$ cat config.mk
export PLATFORM = sky130hd
export DESIGN_NAME = plc_phy_header_scramble_segmenter
export DESIGN_NICKNAME = d
export VERILOG_FILES = /design/src/hdl/hdr_scramble_pkg.sv /design/src/hdl/plc_phy_header_scramble_segmenter.sv
export SDC_FILE = /design/constraint.sdc
export NUM_CORES = 1
export LEC_CHECK = 0
export ABC_AREA = 1
export ABC_CLOCK_PERIOD_IN_PS = 96600
export BUFFER_PORTS_ARGS = -buffer_cell sky130_fd_sc_hd__buf_2
export CORE_MARGIN = 2
export CORE_UTILIZATION = 33
export DETAILED_ROUTE_END_ITERATION = 10
export PLACE_DENSITY = 0.46
export SYNTH_ARGS = -nofsm -noshare
export SYNTH_HDL_FRONTEND = slang
export SYNTH_SLANG_ARGS = --single-unit
$ cat constraint.sdc
create_clock -name CORE_CLK_IN -period 96.6 [get_ports CORE_CLK_IN]
set_input_delay 9.66 -clock CORE_CLK_IN [delete_from_list [all_inputs] [get_ports CORE_CLK_IN]]
set_output_delay 9.66 -clock CORE_CLK_IN [all_outputs]
set_load 0.02 [all_outputs]
$ cat src/hdl/hdr_scramble_pkg.sv
package hdr_scramble_pkg;

    // Header geometry per bandplan group
    localparam int NARROW_BITS    = 42;
    localparam int WIDE_BITS      = 74;
    localparam int HDR_CNT_W      = 7;
    localparam int CHECK_BITS     = 12;
    localparam int TONE_NARROW_W  = 8;
    localparam int TONE_WIDE_W    = 40;
    localparam int DUR_NARROW_W   = 7;
    localparam int DUR_WIDE_W     = 10;

    // Field positions, narrow plan
    localparam int N_TYPE_LSB     = 0;
    localparam int N_LEN_LSB      = 2;
    localparam int N_TONE_LSB     = 10;
    localparam int N_BSEL_POS     = 18;
    localparam int N_RATE_POS     = 19;
    localparam int N_REP_LSB      = 20;
    localparam int N_ILV_POS      = 23;
    localparam int N_MOD_LSB      = 24;
    localparam int N_REPLY_LSB    = 26;
    localparam int N_CHECK_LSB    = 30;
    localparam int N_DUR_LSB      = 2;

    // Field positions, wide plan
    localparam int W_TONE_LSB     = 10;
    localparam int W_BSEL_POS     = 50;
    localparam int W_RATE_POS     = 51;
    localparam int W_REP_LSB      = 52;
    localparam int W_ILV_POS      = 55;
    localparam int W_MOD_LSB      = 56;
    localparam int W_REPLY_LSB    = 58;
    localparam int W_CHECK_LSB    = 62;
    localparam int W_DUR_LSB      = 2;

    // Scrambler seed
    localparam logic [6:0] LFSR_SEED = 7'h7F;

    // Segmentation constants
    localparam logic [15:0] FIRST_BLOCK_BYTES = 16'h0010;
    localparam int          TAIL_BITS         = 6;
    localparam logic [2:0]  TAIL_CNT_LAST     = 3'h5;

    // Frame type codes
    localparam logic [1:0] FT_DATA  = 2'h1;
    localparam logic [1:0] FT_DUR_A = 2'h2;
    localparam logic [1:0] FT_NODUR = 2'h3;
    localparam logic [1:0] FT_DUR_B = 2'h0;

    // Reply request codes
    localparam logic [1:0] REPLY_NONE = 2'h0;
    localparam logic [1:0] REPLY_REG  = 2'h2;
    localparam logic [1:0] REPLY_EXT  = 2'h1;
    localparam logic [1:0] REPLY_RSVD = 2'h3;

    // Interleave mode codes
    localparam logic ILV_FRAGMENT = 1'b0;
    localparam logic ILV_ALL_CW   = 1'b1;

    typedef enum logic [1:0] {
        MOD_1BIT = 2'h0,
        MOD_2BIT = 2'h1,
        MOD_3BIT = 2'h2,
        MOD_4BIT = 2'h3
    } mod_e;

    // Header field values as handed over by the MAC side
    typedef struct packed {
        logic [1:0]  frame_type_field;
        logic [7:0]  payload_length_code;
        logic [39:0] tone_group_mask;
        logic        block_size_select;
        logic        inner_code_rate_select;
        logic [2:0]  repeat_count_code;
        logic        interleave_mode_flag;
        mod_e        modulation;
        logic [1:0]  reply_request;
        logic [9:0]  sequence_duration_field;
        logic [11:0] header_check_sequence;
    } hdr_fields_s;

    // One scrambled output bit with its position markers
    typedef struct packed {
        logic data;
        logic hdr;
        logic blk_end;
        logic last;
    } out_bit_s;

    typedef enum logic [1:0] {
        PH_IDLE,
        PH_HDR,
        PH_PAY,
        PH_TAIL
    } phase_e;

endpackage

$ cat src/hdl/plc_phy_header_scramble_segmenter.sv
`timescale 1ns/10ps
module plc_phy_header_scramble_segmenter
    import hdr_scramble_pkg::*;
(
    // Clock and reset
    input  wire logic                          CORE_CLK_IN,
    input  wire logic                          RST_N_IN,
    // Transmit request
    input  wire logic                          REQ_VALID_IN,
    output wire logic                          REQ_READY_OUT,
    input  wire logic                          WIDE_PLAN_IN,
    input  wire hdr_scramble_pkg::hdr_fields_s HDR_FIELDS_IN,
    input  wire logic [15:0]                   PAYLOAD_BYTES_IN,
    input  wire logic [7:0]                    BLOCK_COUNT_IN,
    // Payload byte stream
    input  wire logic                          PAY_VALID_IN,
    output wire logic                          PAY_READY_OUT,
    input  wire logic [7:0]                    PAY_DATA_IN,
    // Scrambled bit stream
    output wire logic                          BIT_VALID_OUT,
    input  wire logic                          BIT_READY_IN,
    output wire hdr_scramble_pkg::out_bit_s    BIT_OUT,
    // Status
    output logic                               BUSY_OUT,
    output logic                               REPLY_ERR_OUT
);
    import hdr_scramble_pkg::*;

    // Block size of information block idx (1-based) for this frame
    function automatic logic [15:0] block_size(
        input logic [7:0]  idx,
        input logic [7:0]  m1,
        input logic [15:0] kl
    );
        if (idx == 8'h01) begin
            block_size = FIRST_BLOCK_BYTES;
        end else if ({8'h00, idx - 8'h01} <= {8'h00, m1}) begin
            block_size = kl;
        end else begin
            block_size = kl - 16'h0001;
        end
    endfunction

    phase_e           phase_reg,   phase_next;
    logic [73:0]      hdr_reg;
    logic [6:0]       hdr_cnt_reg;
    logic [6:0]       hdr_last_reg;
    logic [6:0]       lfsr_reg;
    logic [7:0]       byte_reg;
    logic [2:0]       bit_cnt_reg;
    logic             byte_full_reg;
    logic [15:0]      blk_left_reg;
    logic [7:0]       blk_idx_reg;
    logic [7:0]       blk_total_reg;
    logic [7:0]       m1_reg;
    logic [15:0]      kl_reg;
    logic [2:0]       tail_cnt_reg;

    // Two-entry output buffer
    out_bit_s         buf_mem [2];
    logic             wr_ptr_reg;
    logic             rd_ptr_reg;
    logic [1:0]       count_reg;

    // Header image built from the fields, reserved bits left zero
    logic [73:0]      hdr_img;
    hdr_fields_s      f;
    assign f = HDR_FIELDS_IN;

    always_comb begin
        hdr_img = '0;
        hdr_img[1:0] = f.frame_type_field;
        if (f.frame_type_field == FT_DATA && !WIDE_PLAN_IN) begin
            hdr_img[N_LEN_LSB +: 8]   = f.payload_length_code;
            hdr_img[N_TONE_LSB +: TONE_NARROW_W] =
                f.tone_group_mask[TONE_NARROW_W-1:0];
            hdr_img[N_BSEL_POS]       = f.block_size_select;
            hdr_img[N_RATE_POS]       = f.inner_code_rate_select;
            hdr_img[N_REP_LSB +: 3]   = f.repeat_count_code;
            hdr_img[N_ILV_POS]        = f.interleave_mode_flag;
            hdr_img[N_MOD_LSB +: 2]   = f.modulation;
            hdr_img[N_REPLY_LSB +: 2] = f.reply_request;
        end else if (f.frame_type_field == FT_DATA) begin
            hdr_img[N_LEN_LSB +: 8]   = f.payload_length_code;
            hdr_img[W_TONE_LSB +: TONE_WIDE_W] = f.tone_group_mask;
            hdr_img[W_BSEL_POS]       = f.block_size_select;
            hdr_img[W_RATE_POS]       = f.inner_code_rate_select;
            hdr_img[W_REP_LSB +: 3]   = f.repeat_count_code;
            hdr_img[W_ILV_POS]        = f.interleave_mode_flag;
            hdr_img[W_MOD_LSB +: 2]   = f.modulation;
            hdr_img[W_REPLY_LSB +: 2] = f.reply_request;
        end else if (f.frame_type_field != FT_NODUR) begin
            if (WIDE_PLAN_IN) begin
                hdr_img[W_DUR_LSB +: DUR_WIDE_W] =
                    f.sequence_duration_field;
            end else begin
                hdr_img[N_DUR_LSB +: DUR_NARROW_W] =
                    f.sequence_duration_field[DUR_NARROW_W-1:0];
            end
        end
        // Type 3 keeps everything but type and check at zero
        if (WIDE_PLAN_IN) begin
            hdr_img[W_CHECK_LSB +: CHECK_BITS] = f.header_check_sequence;
        end else begin
            hdr_img[N_CHECK_LSB +: CHECK_BITS] = f.header_check_sequence;
        end
    end

    // Segmentation arithmetic, divisor m-1 taken as at least one
    logic [15:0] rest_bytes;
    logic [15:0] div_m;
    logic [15:0] kl_calc;
    logic [15:0] m1_calc;
    assign rest_bytes = PAYLOAD_BYTES_IN - FIRST_BLOCK_BYTES;
    assign div_m      = (BLOCK_COUNT_IN > 8'h01) ?
                        {8'h00, BLOCK_COUNT_IN - 8'h01} : 16'h0001;
    assign kl_calc    = rest_bytes / div_m + 16'h0001;
    assign m1_calc    = rest_bytes % div_m;

    // Request handshake and reply-code guard
    logic req_fire;
    logic reply_bad;
    assign reply_bad     = f.frame_type_field == FT_DATA &&
                           f.reply_request == REPLY_RSVD;
    assign REQ_READY_OUT = phase_reg == PH_IDLE;
    assign req_fire      = REQ_VALID_IN && REQ_READY_OUT && !reply_bad;

    // Bit production and buffer handshake
    logic     buf_ready;
    logic     bit_take;
    logic     raw_bit;
    logic     produce;
    logic     pay_take;
    logic     blk_done;
    logic     lfsr_out;
    out_bit_s new_bit;
    assign buf_ready = count_reg != 2'h2;
    assign lfsr_out  = lfsr_reg[6] ^ lfsr_reg[3];
    assign pay_take  = PAY_VALID_IN && PAY_READY_OUT;
    assign PAY_READY_OUT = phase_reg == PH_PAY && !byte_full_reg;
    assign produce   = buf_ready && ((phase_reg == PH_HDR) ||
                       (phase_reg == PH_PAY && byte_full_reg) ||
                       (phase_reg == PH_TAIL));
    assign raw_bit   = (phase_reg == PH_HDR) ? hdr_reg[0] :
                       (phase_reg == PH_PAY) ? byte_reg[0] : 1'b0;
    assign blk_done  = phase_reg == PH_PAY && bit_cnt_reg == 3'h7 &&
                       blk_left_reg == 16'h0001;
    assign new_bit.data    = raw_bit ^ lfsr_out;
    assign new_bit.hdr     = phase_reg == PH_HDR;
    assign new_bit.blk_end = blk_done ||
                             (phase_reg == PH_HDR &&
                              hdr_cnt_reg == hdr_last_reg);
    assign new_bit.last    = phase_reg == PH_TAIL &&
                             tail_cnt_reg == TAIL_CNT_LAST;

    // Phase sequencing
    always_comb begin
        phase_next = phase_reg;
        unique case (phase_reg)
            PH_IDLE: if (req_fire) phase_next = PH_HDR;
            PH_HDR:  if (produce && hdr_cnt_reg == hdr_last_reg)
                         phase_next = PH_PAY;
            PH_PAY:  if (produce && blk_done &&
                         blk_idx_reg == blk_total_reg)
                         phase_next = PH_TAIL;
            PH_TAIL: if (produce && tail_cnt_reg == TAIL_CNT_LAST)
                         phase_next = PH_IDLE;
        endcase
    end

    always_ff @(posedge CORE_CLK_IN) begin
        if (!RST_N_IN) begin
            phase_reg <= PH_IDLE;
        end else begin
            phase_reg <= phase_next;
        end
    end

    // Header shift register, bit 0 first
    always_ff @(posedge CORE_CLK_IN) begin
        if (!RST_N_IN) begin
            hdr_reg      <= '0;
            hdr_cnt_reg  <= '0;
            hdr_last_reg <= '0;
        end else if (req_fire) begin
            hdr_reg      <= hdr_img;
            hdr_cnt_reg  <= '0;
            hdr_last_reg <= WIDE_PLAN_IN ? 7'(WIDE_BITS - 1) :
                                           7'(NARROW_BITS - 1);
        end else if (produce && phase_reg == PH_HDR) begin
            hdr_reg     <= {1'b0, hdr_reg[73:1]};
            hdr_cnt_reg <= hdr_cnt_reg + 7'h01;
        end
    end

    // Scrambler: seeded at request, reseeded after last header bit
    always_ff @(posedge CORE_CLK_IN) begin
        if (!RST_N_IN) begin
            lfsr_reg <= LFSR_SEED;
        end else if (req_fire) begin
            lfsr_reg <= LFSR_SEED;
        end else if (produce && phase_reg == PH_HDR &&
                     hdr_cnt_reg == hdr_last_reg) begin
            lfsr_reg <= LFSR_SEED;
        end else if (produce) begin
            lfsr_reg <= {lfsr_reg[5:0], lfsr_out};
        end
    end

    // Payload byte holder, LSB first, and block bookkeeping
    always_ff @(posedge CORE_CLK_IN) begin
        if (!RST_N_IN) begin
            byte_reg      <= '0;
            bit_cnt_reg   <= '0;
            byte_full_reg <= 1'b0;
            blk_left_reg  <= '0;
            blk_idx_reg   <= '0;
            blk_total_reg <= '0;
            m1_reg        <= '0;
            kl_reg        <= '0;
            tail_cnt_reg  <= '0;
        end else if (req_fire) begin
            blk_total_reg <= BLOCK_COUNT_IN;
            m1_reg        <= m1_calc[7:0];
            kl_reg        <= kl_calc;
            blk_idx_reg   <= 8'h01;
            blk_left_reg  <= FIRST_BLOCK_BYTES;
            tail_cnt_reg  <= '0;
            byte_full_reg <= 1'b0;
            bit_cnt_reg   <= '0;
        end else begin
            if (pay_take) begin
                byte_reg      <= PAY_DATA_IN;
                byte_full_reg <= 1'b1;
                bit_cnt_reg   <= '0;
            end else if (produce && phase_reg == PH_PAY) begin
                byte_reg    <= {1'b0, byte_reg[7:1]};
                bit_cnt_reg <= bit_cnt_reg + 3'h1;
                if (bit_cnt_reg == 3'h7) begin
                    byte_full_reg <= 1'b0;
                    if (blk_left_reg == 16'h0001) begin
                        blk_idx_reg  <= blk_idx_reg + 8'h01;
                        blk_left_reg <= block_size(blk_idx_reg + 8'h01,
                                                   m1_reg, kl_reg);
                    end else begin
                        blk_left_reg <= blk_left_reg - 16'h0001;
                    end
                end
            end
            if (produce && phase_reg == PH_TAIL) begin
                tail_cnt_reg <= tail_cnt_reg + 3'h1;
            end
        end
    end

    // Two-entry buffer so a receiver stall loses no bit
    assign bit_take      = BIT_VALID_OUT && BIT_READY_IN;
    assign BIT_VALID_OUT = count_reg != 2'h0;
    assign BIT_OUT       = buf_mem[rd_ptr_reg];

    always_ff @(posedge CORE_CLK_IN) begin
        if (!RST_N_IN) begin
            wr_ptr_reg <= 1'b0;
            rd_ptr_reg <= 1'b0;
            count_reg  <= 2'h0;
            buf_mem[0] <= '0;
            buf_mem[1] <= '0;
        end else begin
            if (produce) begin
                buf_mem[wr_ptr_reg] <= new_bit;
                wr_ptr_reg          <= !wr_ptr_reg;
            end
            if (bit_take) begin
                rd_ptr_reg <= !rd_ptr_reg;
            end
            count_reg <= count_reg + {1'b0, produce} - {1'b0, bit_take};
        end
    end

    // Status flags
    always_ff @(posedge CORE_CLK_IN) begin
        if (!RST_N_IN) begin
            BUSY_OUT      <= 1'b0;
            REPLY_ERR_OUT <= 1'b0;
        end else begin
            BUSY_OUT      <= phase_next != PH_IDLE;
            REPLY_ERR_OUT <= REQ_VALID_IN && REQ_READY_OUT && reply_bad;
        end
    end

    // Checks
    a_seed_at_start: assert property (@(posedge CORE_CLK_IN)
        disable iff (!RST_N_IN) req_fire |=> lfsr_reg == LFSR_SEED)
        else $error("scrambler not seeded at request");
    a_reseed_payload: assert property (@(posedge CORE_CLK_IN)
        disable iff (!RST_N_IN)
        $rose(phase_reg == PH_PAY) |-> lfsr_reg == LFSR_SEED)
        else $error("scrambler not reseeded for payload");
    a_lfsr_step: assert property (@(posedge CORE_CLK_IN)
        disable iff (!RST_N_IN)
        produce && phase_reg == PH_PAY |=>
        lfsr_reg[6:1] == $past(lfsr_reg[5:0]))
        else $error("scrambler did not step");
    a_reply_reserved: assert property (@(posedge CORE_CLK_IN)
        disable iff (!RST_N_IN)
        REQ_VALID_IN && REQ_READY_OUT && reply_bad |=>
        REPLY_ERR_OUT && phase_reg == PH_IDLE)
        else $error("reserved reply code accepted");
    a_first_block: assert property (@(posedge CORE_CLK_IN)
        disable iff (!RST_N_IN)
        req_fire |=> blk_left_reg == FIRST_BLOCK_BYTES &&
        blk_idx_reg == 8'h01)
        else $error("first block not sixteen bytes");
    a_tail_zero: assert property (@(posedge CORE_CLK_IN)
        disable iff (!RST_N_IN) phase_reg == PH_TAIL |-> !raw_bit)
        else $error("tail bit not zero");
    a_tail_len: assert property (@(posedge CORE_CLK_IN)
        disable iff (!RST_N_IN)
        $rose(phase_reg == PH_TAIL) |-> phase_reg == PH_TAIL [*6])
        else $error("tail shorter than six bits");
    a_hdr_order: assert property (@(posedge CORE_CLK_IN)
        disable iff (!RST_N_IN)
        produce && phase_reg == PH_HDR && hdr_cnt_reg != hdr_last_reg
        |=> hdr_cnt_reg == $past(hdr_cnt_reg) + 7'h01)
        else $error("header bit order broken");
    a_buf_bound: assert property (@(posedge CORE_CLK_IN)
        disable iff (!RST_N_IN)
        count_reg != 2'h3 && !(count_reg == 2'h2 && produce))
        else $error("output buffer overrun");
    a_rsvd_zero: assert property (@(posedge CORE_CLK_IN)
        disable iff (!RST_N_IN)
        req_fire && f.frame_type_field == FT_NODUR && !WIDE_PLAN_IN
        |=> hdr_reg[29:2] == '0)
        else $error("reserved header bits not zero");

endmodule

After elaboration in Yosys (flattened, before gate mapping)
Memories as Yosys holds them, arrays and structs flattened. A register that Yosys moved wholly into a read port is not among the register bits. Cells that the tools add are included.

Bits in latches: 0. Input port bits: 120. Bits in read-only memories: 0. Logic and storage cells: 152. Memory bits (writable): 8. Memories kept: 1. Bits in registers: 174. Output and inout bits: 9.

Bitwise logic cells: 5. Multiplexer cells: 45. $add $sub $neg: 12. Order comparisons: 2. Reductions and logical operators: 49. Equal/unequal tests: 14. Shift operators: 0. Multipliers: 0. Divide/modulo/power cells: 2.

Memories: buf_mem (words 2, width 4, read ports 1, clocked after memory_dff 1, write ports 2, line plc_phy_header_scramble_segmenter.sv:60) `out_bit_s buf_mem [2];`.

Operators with widths (count): 74-bit two-way mux (2); 16-bit two-way mux (3); 48-bit two-way mux (1); 32-bit two-way mux (1); 16-bit by 1-bit subtractor with 16-bit output, second input constant (2); 26-bit two-way mux (1); 12-bit two-way mux (2); 8-bit two-way mux (3); 1-bit logical AND (22); 10-bit two-way mux (2); 5-bit two-way mux (4); 1-bit two-way mux (18); 16-bit by 1-bit adder with 16-bit output, second input constant (1); 16-bit by 16-bit divider with 16-bit output (1); 16-bit by 1-bit equality test with 1-bit output, second input constant (1); 16-bit by 16-bit remainder unit with 16-bit output (1); 2-bit nonzero test (8); 16-bit by 5-bit subtractor with 16-bit output, second input constant (1); 8-bit by 1-bit subtractor with 8-bit output, second input constant (2); 8-bit by 1-bit adder with 8-bit output, second input constant (1); 8-bit by 1-bit equality test with 1-bit output, second input constant (1); 8-bit equality test (1); 8-bit by 1-bit greater-than comparator with 1-bit output, second input constant (1); 8-bit less-or-equal comparator (1); 25 further kinds (48).

Longest topological paths before layout
Gate-level depths: netlist of run 1.

Word-level depth: 10. Mapped depth: 240. Mapped depth without buffers: 224.

Least setup slack after synthesis of run 1
Ideal clock, no wire load.

Path kind: input port to flip-flop. Start: input BLOCK_COUNT_IN[0]. End: register kl_reg[14]. Cell stages on the path: 230. Required time: 96.472 ns. Arrival time: 40.345 ns. Setup time: 0.128 ns. Slack: 56.127 ns. Cell sequence: inv_1 > ha_1 > inv_1 > nand2_1 > nand4_4 > inv_1 > nor2_1 > ha_1 > o21ai_0 > nor2_1 > nand3_1 > nand2_1 > ha_1 > o21a_1 > nor2_1 > nor2_1 > nand2_2 > nand2_1 > [... 194 more ...] > nand2_1 > nand2_1 > a21oi_1 > or2_2 > o311ai_0 > a21oi_1 > nand2_1 > buf_2 > ha_1 > nand2_1 > nor3_1 > nand2_1 > nor4_1 > nand2_1 > nor2_1 > nand2_1 > o21ai_0 > o21ai_0.

Cells in the longest elaborated chain, start to end: 4. Elaborated cells between the ends (all ways): 5.

Ends and longest elaborated chain: start, declared (line plc_phy_header_scramble_segmenter.sv:14) `input wire logic [7:0] BLOCK_COUNT_IN,`; 8-bit by 1-bit subtractor with 8-bit output / 8-bit by 1-bit greater-than comparator with 1-bit output (equally long branches) (line plc_phy_header_scramble_segmenter.sv:116, plc_phy_header_scramble_segmenter.sv:115); 8-bit two-way mux * (line plc_phy_header_scramble_segmenter.sv:115) `assign div_m = (BLOCK_COUNT_IN > 8'h01) ?`; 16-bit by 16-bit divider with 16-bit output * (line plc_phy_header_scramble_segmenter.sv:117) `assign kl_calc = rest_bytes / div_m + 16'h0001;`; 16-bit by 1-bit adder with 16-bit output * (line plc_phy_header_scramble_segmenter.sv:117); end signal, assigned (line plc_phy_header_scramble_segmenter.sv:225) `kl_reg <= kl_calc;`; end, declared (line plc_phy_header_scramble_segmenter.sv:56) `logic [15:0] kl_reg;`.

Every way passes the cells marked *; elsewhere a longest branch is shown, timed or not. A chain may end at the register's enable or synchronous reset.

Worst setup path in the final report of run 1
Start: input BLOCK_COUNT_IN[1]. End: register kl_reg[14].

Same word-level chain as after synthesis.

==> results of run 1 <==
[how the worst max path moves through the flow]
| stage | start | end |
|---|---|---|
| after global routing | BLOCK_COUNT_IN[1] | kl_reg[14]$_SDFFE_PN0P_ |
| final | BLOCK_COUNT_IN[1] | kl_reg[14]$_SDFFE_PN0P_ |
| after CTS | BLOCK_COUNT_IN[0] | kl_reg[14]$_SDFFE_PN0P_ |
| after global placement | BLOCK_COUNT_IN[1] | kl_reg[14]$_SDFFE_PN0P_ |
| after floorplan | BLOCK_COUNT_IN[0] | kl_reg[14]$_SDFFE_PN0P_ |
| after detailed placement | BLOCK_COUNT_IN[0] | kl_reg[14]$_SDFFE_PN0P_ |
[routing by layer]
layer	track usage (%)	up-vias
li1	-	7552
met1	25.6	6488
met2	31.5	236
met3	2.64	36
met4	4.32	0
met5	0	-
[cells in the mapped netlist, types with 5 or more instances]
master | instances | area [um^2]
a21o_1 | 35 | 263
ha_1 | 125 | 1560
xnor2_1 | 50 | 438
or2_2 | 18 | 113
a22o_1 | 8 | 70.1
dfxtp_1 | 171 | 3420
a221oi_1 | 23 | 201
clkbuf_1 | 62 | 233
o21bai_1 | 12 | 90.1
nor3_1 | 29 | 145
a31oi_1 | 65 | 407
o21ai_0 | 122 | 611
xor2_1 | 70 | 613
nor4_1 | 6 | 37.5
nand3_1 | 136 | 681
o22ai_1 | 7 | 43.8
nand2_1 | 551 | 2070
nand3_2 | 18 | 180
edfxtp_1 | 8 | 240
buf_4 | 6 | 45.0
a21oi_1 | 82 | 410
nand2_4 | 7 | 78.8
clkinv_1 | 6 | 22.5
o21ai_1 | 27 | 135
inv_2 | 8 | 30.0
inv_1 | 232 | 871
o21a_1 | 5 | 37.5
or2_1 | 6 | 37.5
nand2_2 | 12 | 75.1
o211ai_1 | 9 | 67.6
nand4_1 | 31 | 194
nor2_1 | 198 | 743
buf_2 | 6 | 30.0
o31ai_1 | 8 | 60.1
[stage by stage]
step | hold slack [ns] | instance area [um^2] | util [%] | setup WS (ns) | cells
2_1_floorplan | 0.426 | 14800 | - | 56.13 | 2217
6_report | 0.455 | 16600 | 37.6 | 53.53 | 2907
5_1_grt | 0.492 | 16600 | 37.6 | 49.38 | 2907
3_3_place_gp | 0.437 | 16000 | 36.2 | 54.47 | 2875
4_1_cts | 0.455 | 16600 | 37.6 | 53.63 | 2907
3_5_place_dp | 0.443 | 16000 | 36.2 | 53.25 | 2875
[worst reg2reg max path, cell delays in order, from the launching register on]
cell and delay, ns:
dfxtp_1 0.48, ha_1 0.21, nand2_1 0.05, inv_1 0.11, nand2_1 0.10, xor2_1 0.31, inv_1 0.11, nor2_1 0.19
nand3_1 0.11, xor2_1 0.20, ha_1 0.32, nand2_1 0.07, nor2_1 0.14, nand2_1 0.08, o211ai_1 0.08, nand2_1 0.15
nor2_1 0.19, nand3_1 0.11, or2_2 0.30, nor2_1 0.16, nand3_1 0.17, nor3_1 0.33, xor2_1 0.18, nand2_1 0.09
a221oi_1 0.27
[layout make-up]
type / instances / area (um^2) / share of cell area, %
multi-input combinational: 1708 / 9890 / 59.5
clock inverter: 11 / 144 / 0.865
inverter: 246 / 923 / 5.55
clock buffer: 21 / 470 / 2.83
tap: 592 / 741 / 4.45
sequential: 179 / 3660 / 22.0
timing repair buffer: 150 / 806 / 4.84
[kinds of logic (layout without fill, tap and decap cells)]
| family | Yosys count | after routing | synth area share [%] |
|---|---|---|---|
| AND/OR/NAND/NOR | 1035 | 1035 | 31.1 |
| AO/OA/AOI/OAI | 423 | 423 | 17.3 |
| buffers and inverters | 330 | 428 | 8.82 |
| flip-flops | 179 | 179 | 24.7 |
| adder cells (fa/ha/maj) | 126 | 126 | 10.7 |
| XOR/XNOR | 120 | 120 | 7.08 |
| multiplexers | 4 | 4 | 0.304 |
==> results.json, run 1 <==
{
  "slew_headroom_pct": 31.7,
  "synth_seq_cells": 179,
  "cp_top_family": "simple AND/OR/NAND/NOR gates",
  "grt_max_degree": 76,
  "post_cts_buffers": 0,
  "hold_depth": 1,
  "dr_wl_met2_um": 19700,
  "fill_cells": 4829,
  "r2r_slack_ns": 91.97,
  "drtPass1Iterations": 7,
  "synthCells": 2217,
  "clk_latency_ns": 0.45,
  "drt_iter0_drc": 890,
  "fin_crit_sh_pct": 44.6,
  "avgSynthCellArea_um2": 6.69,
  "synth_warnings": 0,
  "drive_gt1_share_pct": 11.9,
  "grt_pass1_wl_um": 71800,
  "routedWlPerCell_um": 14.9,
  "top_layer_used": "met4",
  "area_delta_synth_final_pct": 12.2,
  "routed_wl_um": 43300,
  "hp-class": "flop to flop",
  "core_area_um2": 44300,
  "ff2ff_path_depth": 24,
  "drv_cap": 0,
  "min-delay-start": "rd_ptr_reg$_SDFFE_PN0P_",
  "port_buffers": 128,
  "layout_common_cells": "551 x nand2_1, 231 x inv_1, 192 x nor2_1, 171 x dfxtp_1, 136 x nand3_1",
  "initial_core_util_pct": 33.5,
  "grt_pass1_vias": 14000,
  "htreeDepth": 4,
  "post-dp-hpwl_um": 32700,
  "hold_violations": 0,
  "globalplace.congestion": 0.847,
  "mostFrequentLayoutCell": "nand2_1",
  "syn_area_um2": 14800,
  "end_kind": "flop",
  "cp.arrival_ns": 43.38,
  "critPathLaunchType": "primary input",
  "crit_path_frequent_cell": "nand2_1",
  "worstReg2RegStart": "blk_idx_reg[0]$_SDFFE_PN0P_",
  "synth_cell_types": 60,
  "cts_sinks": 179,
  "holdBufCountCts": 0,
  "antenna_found_initial": 0,
  "rsz0062_at_grt": "no",
  "cts_tree": "yes",
  "setup_violations": 0,
  "required_ns": 96.90,
  "cts_inserted_buffers": 17,
  "finalNetCount": 2548,
  "fin_skew_ns": 0.0159,
  "ys_seq_area_share_pct": 24.7,
  "cpMaxStageDelayCell": "nand2_1",
  "fmax_ghz": 0.0232,
  "yosys_most_used_dff": "dfxtp_1",
  "grt_usage_pct": 18.8,
  "rows": 77,
  "cts_root_buf": "clkbuf_16",
  "cts_resized": 0,
  "setup-tns-final_ns": 0,
  "path_max_fanout": 20,
  "r2r-end": "blk_left_reg[10]$_SDFFE_PP0P_",
  "synth_edf_count": 8,
  "async_reset_ff_share_pct": 0,
  "drt-met1-wl_um": 21400,
  "path_clk_slew_ns": 0.07,
  "cp_num_buf_inv": 29,
  "hold_end": "rd_ptr_reg$_SDFFE_PN0P_",
  "die_x_um": 216,
  "num_vias": 14300,
  "tightest_slew_ns": 1.02,
  "overflow": 0,
  "maxSlewViolCount": 0,
  "antenna_left": 0,
  "drc": 0,
  "wl_met3_um": 1630,
  "setup.worst_path.class": "primary input to flop",
  "chipHeight_um": 216,
  "io_pins": 129,
  "vias_per_cell": 4.92,
  "clk_path_buf_depth": 2,
  "largest_reg_flops": 74,
  "period_minus_slack_ns": 43.07,
  "cp_num_cells": 221,
  "status": "finished clean",
  "slowest_delay_ns": 0.46,
  "n_antenna_cell": 0,
  "synth_fp_nets": 2463,
  "dieArea_um2": 46700
}
Power of run 1 is left out: the tool's default activity adds up to more than one toggle a clock period on the data nets, which glitch-free logic cannot reach.
==> run 2: changes to the inputs <==
--- a/config.mk
+++ b/config.mk
@@ -6,7 +6,7 @@
 export NUM_CORES = 1
 export LEC_CHECK = 0
 export ABC_AREA = 1
-export ABC_CLOCK_PERIOD_IN_PS = 96600
+export ABC_CLOCK_PERIOD_IN_PS = 41600
 export BUFFER_PORTS_ARGS = -buffer_cell sky130_fd_sc_hd__buf_2
 export CORE_MARGIN = 2
 export CORE_UTILIZATION = 33
==> constraint.sdc (replaced) <==
create_clock -name CORE_CLK_IN -period 41.6 [get_ports CORE_CLK_IN]
set_input_delay 4.16 -clock CORE_CLK_IN [delete_from_list [all_inputs] [get_ports CORE_CLK_IN]]
set_output_delay 4.16 -clock CORE_CLK_IN [all_outputs]
set_load 0.02 [all_outputs]
==> run 2 against run 1 <==
  * Sequential share of layout area is essentially flat
  * Highest routed layer unchanged
  * First-iteration DRC count shrank 7.9%
  * Non-clock buffer count is the same
  * Worst setup slack lost 49 ns
==> results.json, run 2 (synthesis results as in run 1) <==
{
  "htreeDepth": 4,
  "min-delay-start": "rd_ptr_reg$_SDFFE_PN0P_",
  "crit_path_frequent_cell": "nand2_1",
  "ff2ff_path_depth": 26,
  "grt_pass1_vias": 14000,
  "worstReg2RegStart": "blk_idx_reg[0]$_SDFFE_PN0P_",
  "cts_tree": "yes",
  "die_x_um": 216,
  "core_area_um2": 44300,
  "status": "finished clean",
  "r2r_slack_ns": 37.03,
  "period_minus_slack_ns": 37.29,
  "post-dp-hpwl_um": 32800,
  "routed_wl_um": 43600,
  "cp.arrival_ns": 37.58,
  "dieArea_um2": 46700,
  "setup_violations": 0,
  "cts_sinks": 179,
  "area_delta_synth_final_pct": 12.0,
  "rows": 77,
  "cpMaxStageDelayCell": "nor3_4",
  "end_kind": "flop",
  "grt_pass1_wl_um": 72000,
  "maxSlewViolCount": 0,
  "chipHeight_um": 216,
  "finalNetCount": 2548,
  "placed_cells": 2875,
  "path_max_fanout": 20,
  "drt_iter0_drc": 820,
  "path_clk_slew_ns": 0.08,
  "fin_crit_sh_pct": 89.6,
  "drtPass1Iterations": 7,
  "vias_per_cell": 4.95,
  "hold_depth": 1,
  "antenna_found_initial": 1,
  "holdBufCountCts": 0,
  "cp_num_buf_inv": 29,
  "initial_core_util_pct": 33.5,
  "setup.worst_path.class": "primary input to flop",
  "largest_reg_flops": 74,
  "layout_common_cells": "550 x nand2_1, 231 x inv_1, 192 x nor2_1, 171 x dfxtp_1, 136 x nand3_1",
  "required_ns": 41.90,
  "cts_root_buf": "clkbuf_16",
  "port_buffers": 128,
  "hp-class": "flop to flop",
  "clk_path_buf_depth": 2,
  "num_vias": 14400,
  "cp_top_family": "compound AO/OA/AOI/OAI gates",
  "tightest_slew_ns": 1.03,
  "rsz0062_at_grt": "no",
  "globalplace.congestion": 0.847,
  "antenna_left": 0,
  "drc": 0,
  "slowest_delay_ns": 0.41,
  "cts_resized": 0,
  "r2r-end": "blk_left_reg[15]$_SDFFE_PP0P_",
  "grt_max_degree": 76,
  "clk_latency_ns": 0.44,
  "mostFrequentLayoutCell": "nand2_1",
  "slew_headroom_pct": 30.6,
  "setup-tns-final_ns": 0,
  "fin_skew_ns": 0.0193,
  "fmax_ghz": 0.0268,
  "hold_end": "rd_ptr_reg$_SDFFE_PN0P_",
  "post_cts_buffers": 0,
  "drv_cap": 0,
  "hold_violations": 0,
  "drive_gt1_share_pct": 11.8,
  "io_pins": 129,
  "overflow": 0,
  "cts_inserted_buffers": 17,
  "grt_usage_pct": 18.9,
  "instances_no_fill": 2906,
  "critPathLaunchType": "primary input",
  "routedWlPerCell_um": 15.0
}
[run 2: changes by cell type in the layout (fill, tap and decap cells not counted)]
cell	previous run	this run
nand2_1	551	550
clkbuf_8	3	2
o31ai_1	8	7
diode_2	0	1
clkinv_2	1	0
nand2_2	12	13
o31ai_2	1	2
clkinv_8	1	0
clkinv_4	2	3
inv_6	3	2
clkbuf_1	1	2
[run 2: worst reg2reg max path, stage by stage (launching register included)]
cell and delay (ns):
dfxtp_1 0.46, ha_1 0.22, nand2_1 0.06, inv_1 0.11
nand2_1 0.10, nor3_1 0.19, xor2_1 0.38, nand3_1 0.15
xor2_1 0.20, ha_1 0.32, nand2_1 0.07, nor2_1 0.14
nand2_1 0.08, o211ai_1 0.08, nand2_1 0.16, nor2_1 0.17
nand3_1 0.11, nor2_1 0.13, nand2_1 0.10, nor2_1 0.16
nand3_1 0.12, nor2_1 0.23, nand3_1 0.17, nor3_1 0.21
a21boi_0 0.11, o21ai_0 0.10, a221oi_1 0.10
[run 2: routing by layer]
| layer | GRT usage (%) | vias to the layer above | wire length, um |
|---|---|---|---|
| met4 | 4.06 | 0 | 459 |
| li1 | - | 7563 | - |
| met2 | 32.1 | 207 | 20100 |
| met1 | 25.6 | 6588 | 21600 |
| met5 | 0 | - | 0 |
| met3 | 2.21 | 22 | 1370 |
[run 2: metrics by stage]
stage	setup WS, ns	cell area [um^2]	util [%]	hold slack, ns
final	4.31	16600	37.5	0.455
after global placement	4.97	16000	36.2	0.437
after global routing	0.168	16600	37.5	0.484
after detailed placement	3.76	16000	36.2	0.442
after CTS	4.18	16600	37.5	0.452
after floorplan	6.63	14800	-	0.426
[run 2: worst max path at each step]
stage | slack, ns | start | endpoint | cells past startpoint
floorplan | 6.63 | BLOCK_COUNT_IN[0] | kl_reg[14]$_SDFFE_PN0P_ | 230
global placement | 4.97 | BLOCK_COUNT_IN[1] | kl_reg[14]$_SDFFE_PN0P_ | 222
detailed placement | 3.76 | BLOCK_COUNT_IN[0] | kl_reg[14]$_SDFFE_PN0P_ | 222
CTS | 4.18 | BLOCK_COUNT_IN[0] | kl_reg[14]$_SDFFE_PN0P_ | 222
global route | 0.17 | BLOCK_COUNT_IN[0] | kl_reg[14]$_SDFFE_PN0P_ | 223
finish | 4.31 | BLOCK_COUNT_IN[1] | kl_reg[14]$_SDFFE_PN0P_ | 221
[run 2: area by class of cell]
cell class | count | area, um^2
inverters | 246 | 923
clock inverters | 9 | 123
flip-flops and latches | 179 | 3660
repair buffers | 150 | 806
clock buffers | 21 | 460
well taps | 592 | 741
fillers | 4827 | 27700
multi-input cells | 1708 | 9900
diodes | 1 | 2.50
Power of run 2 is left out for the same reason.
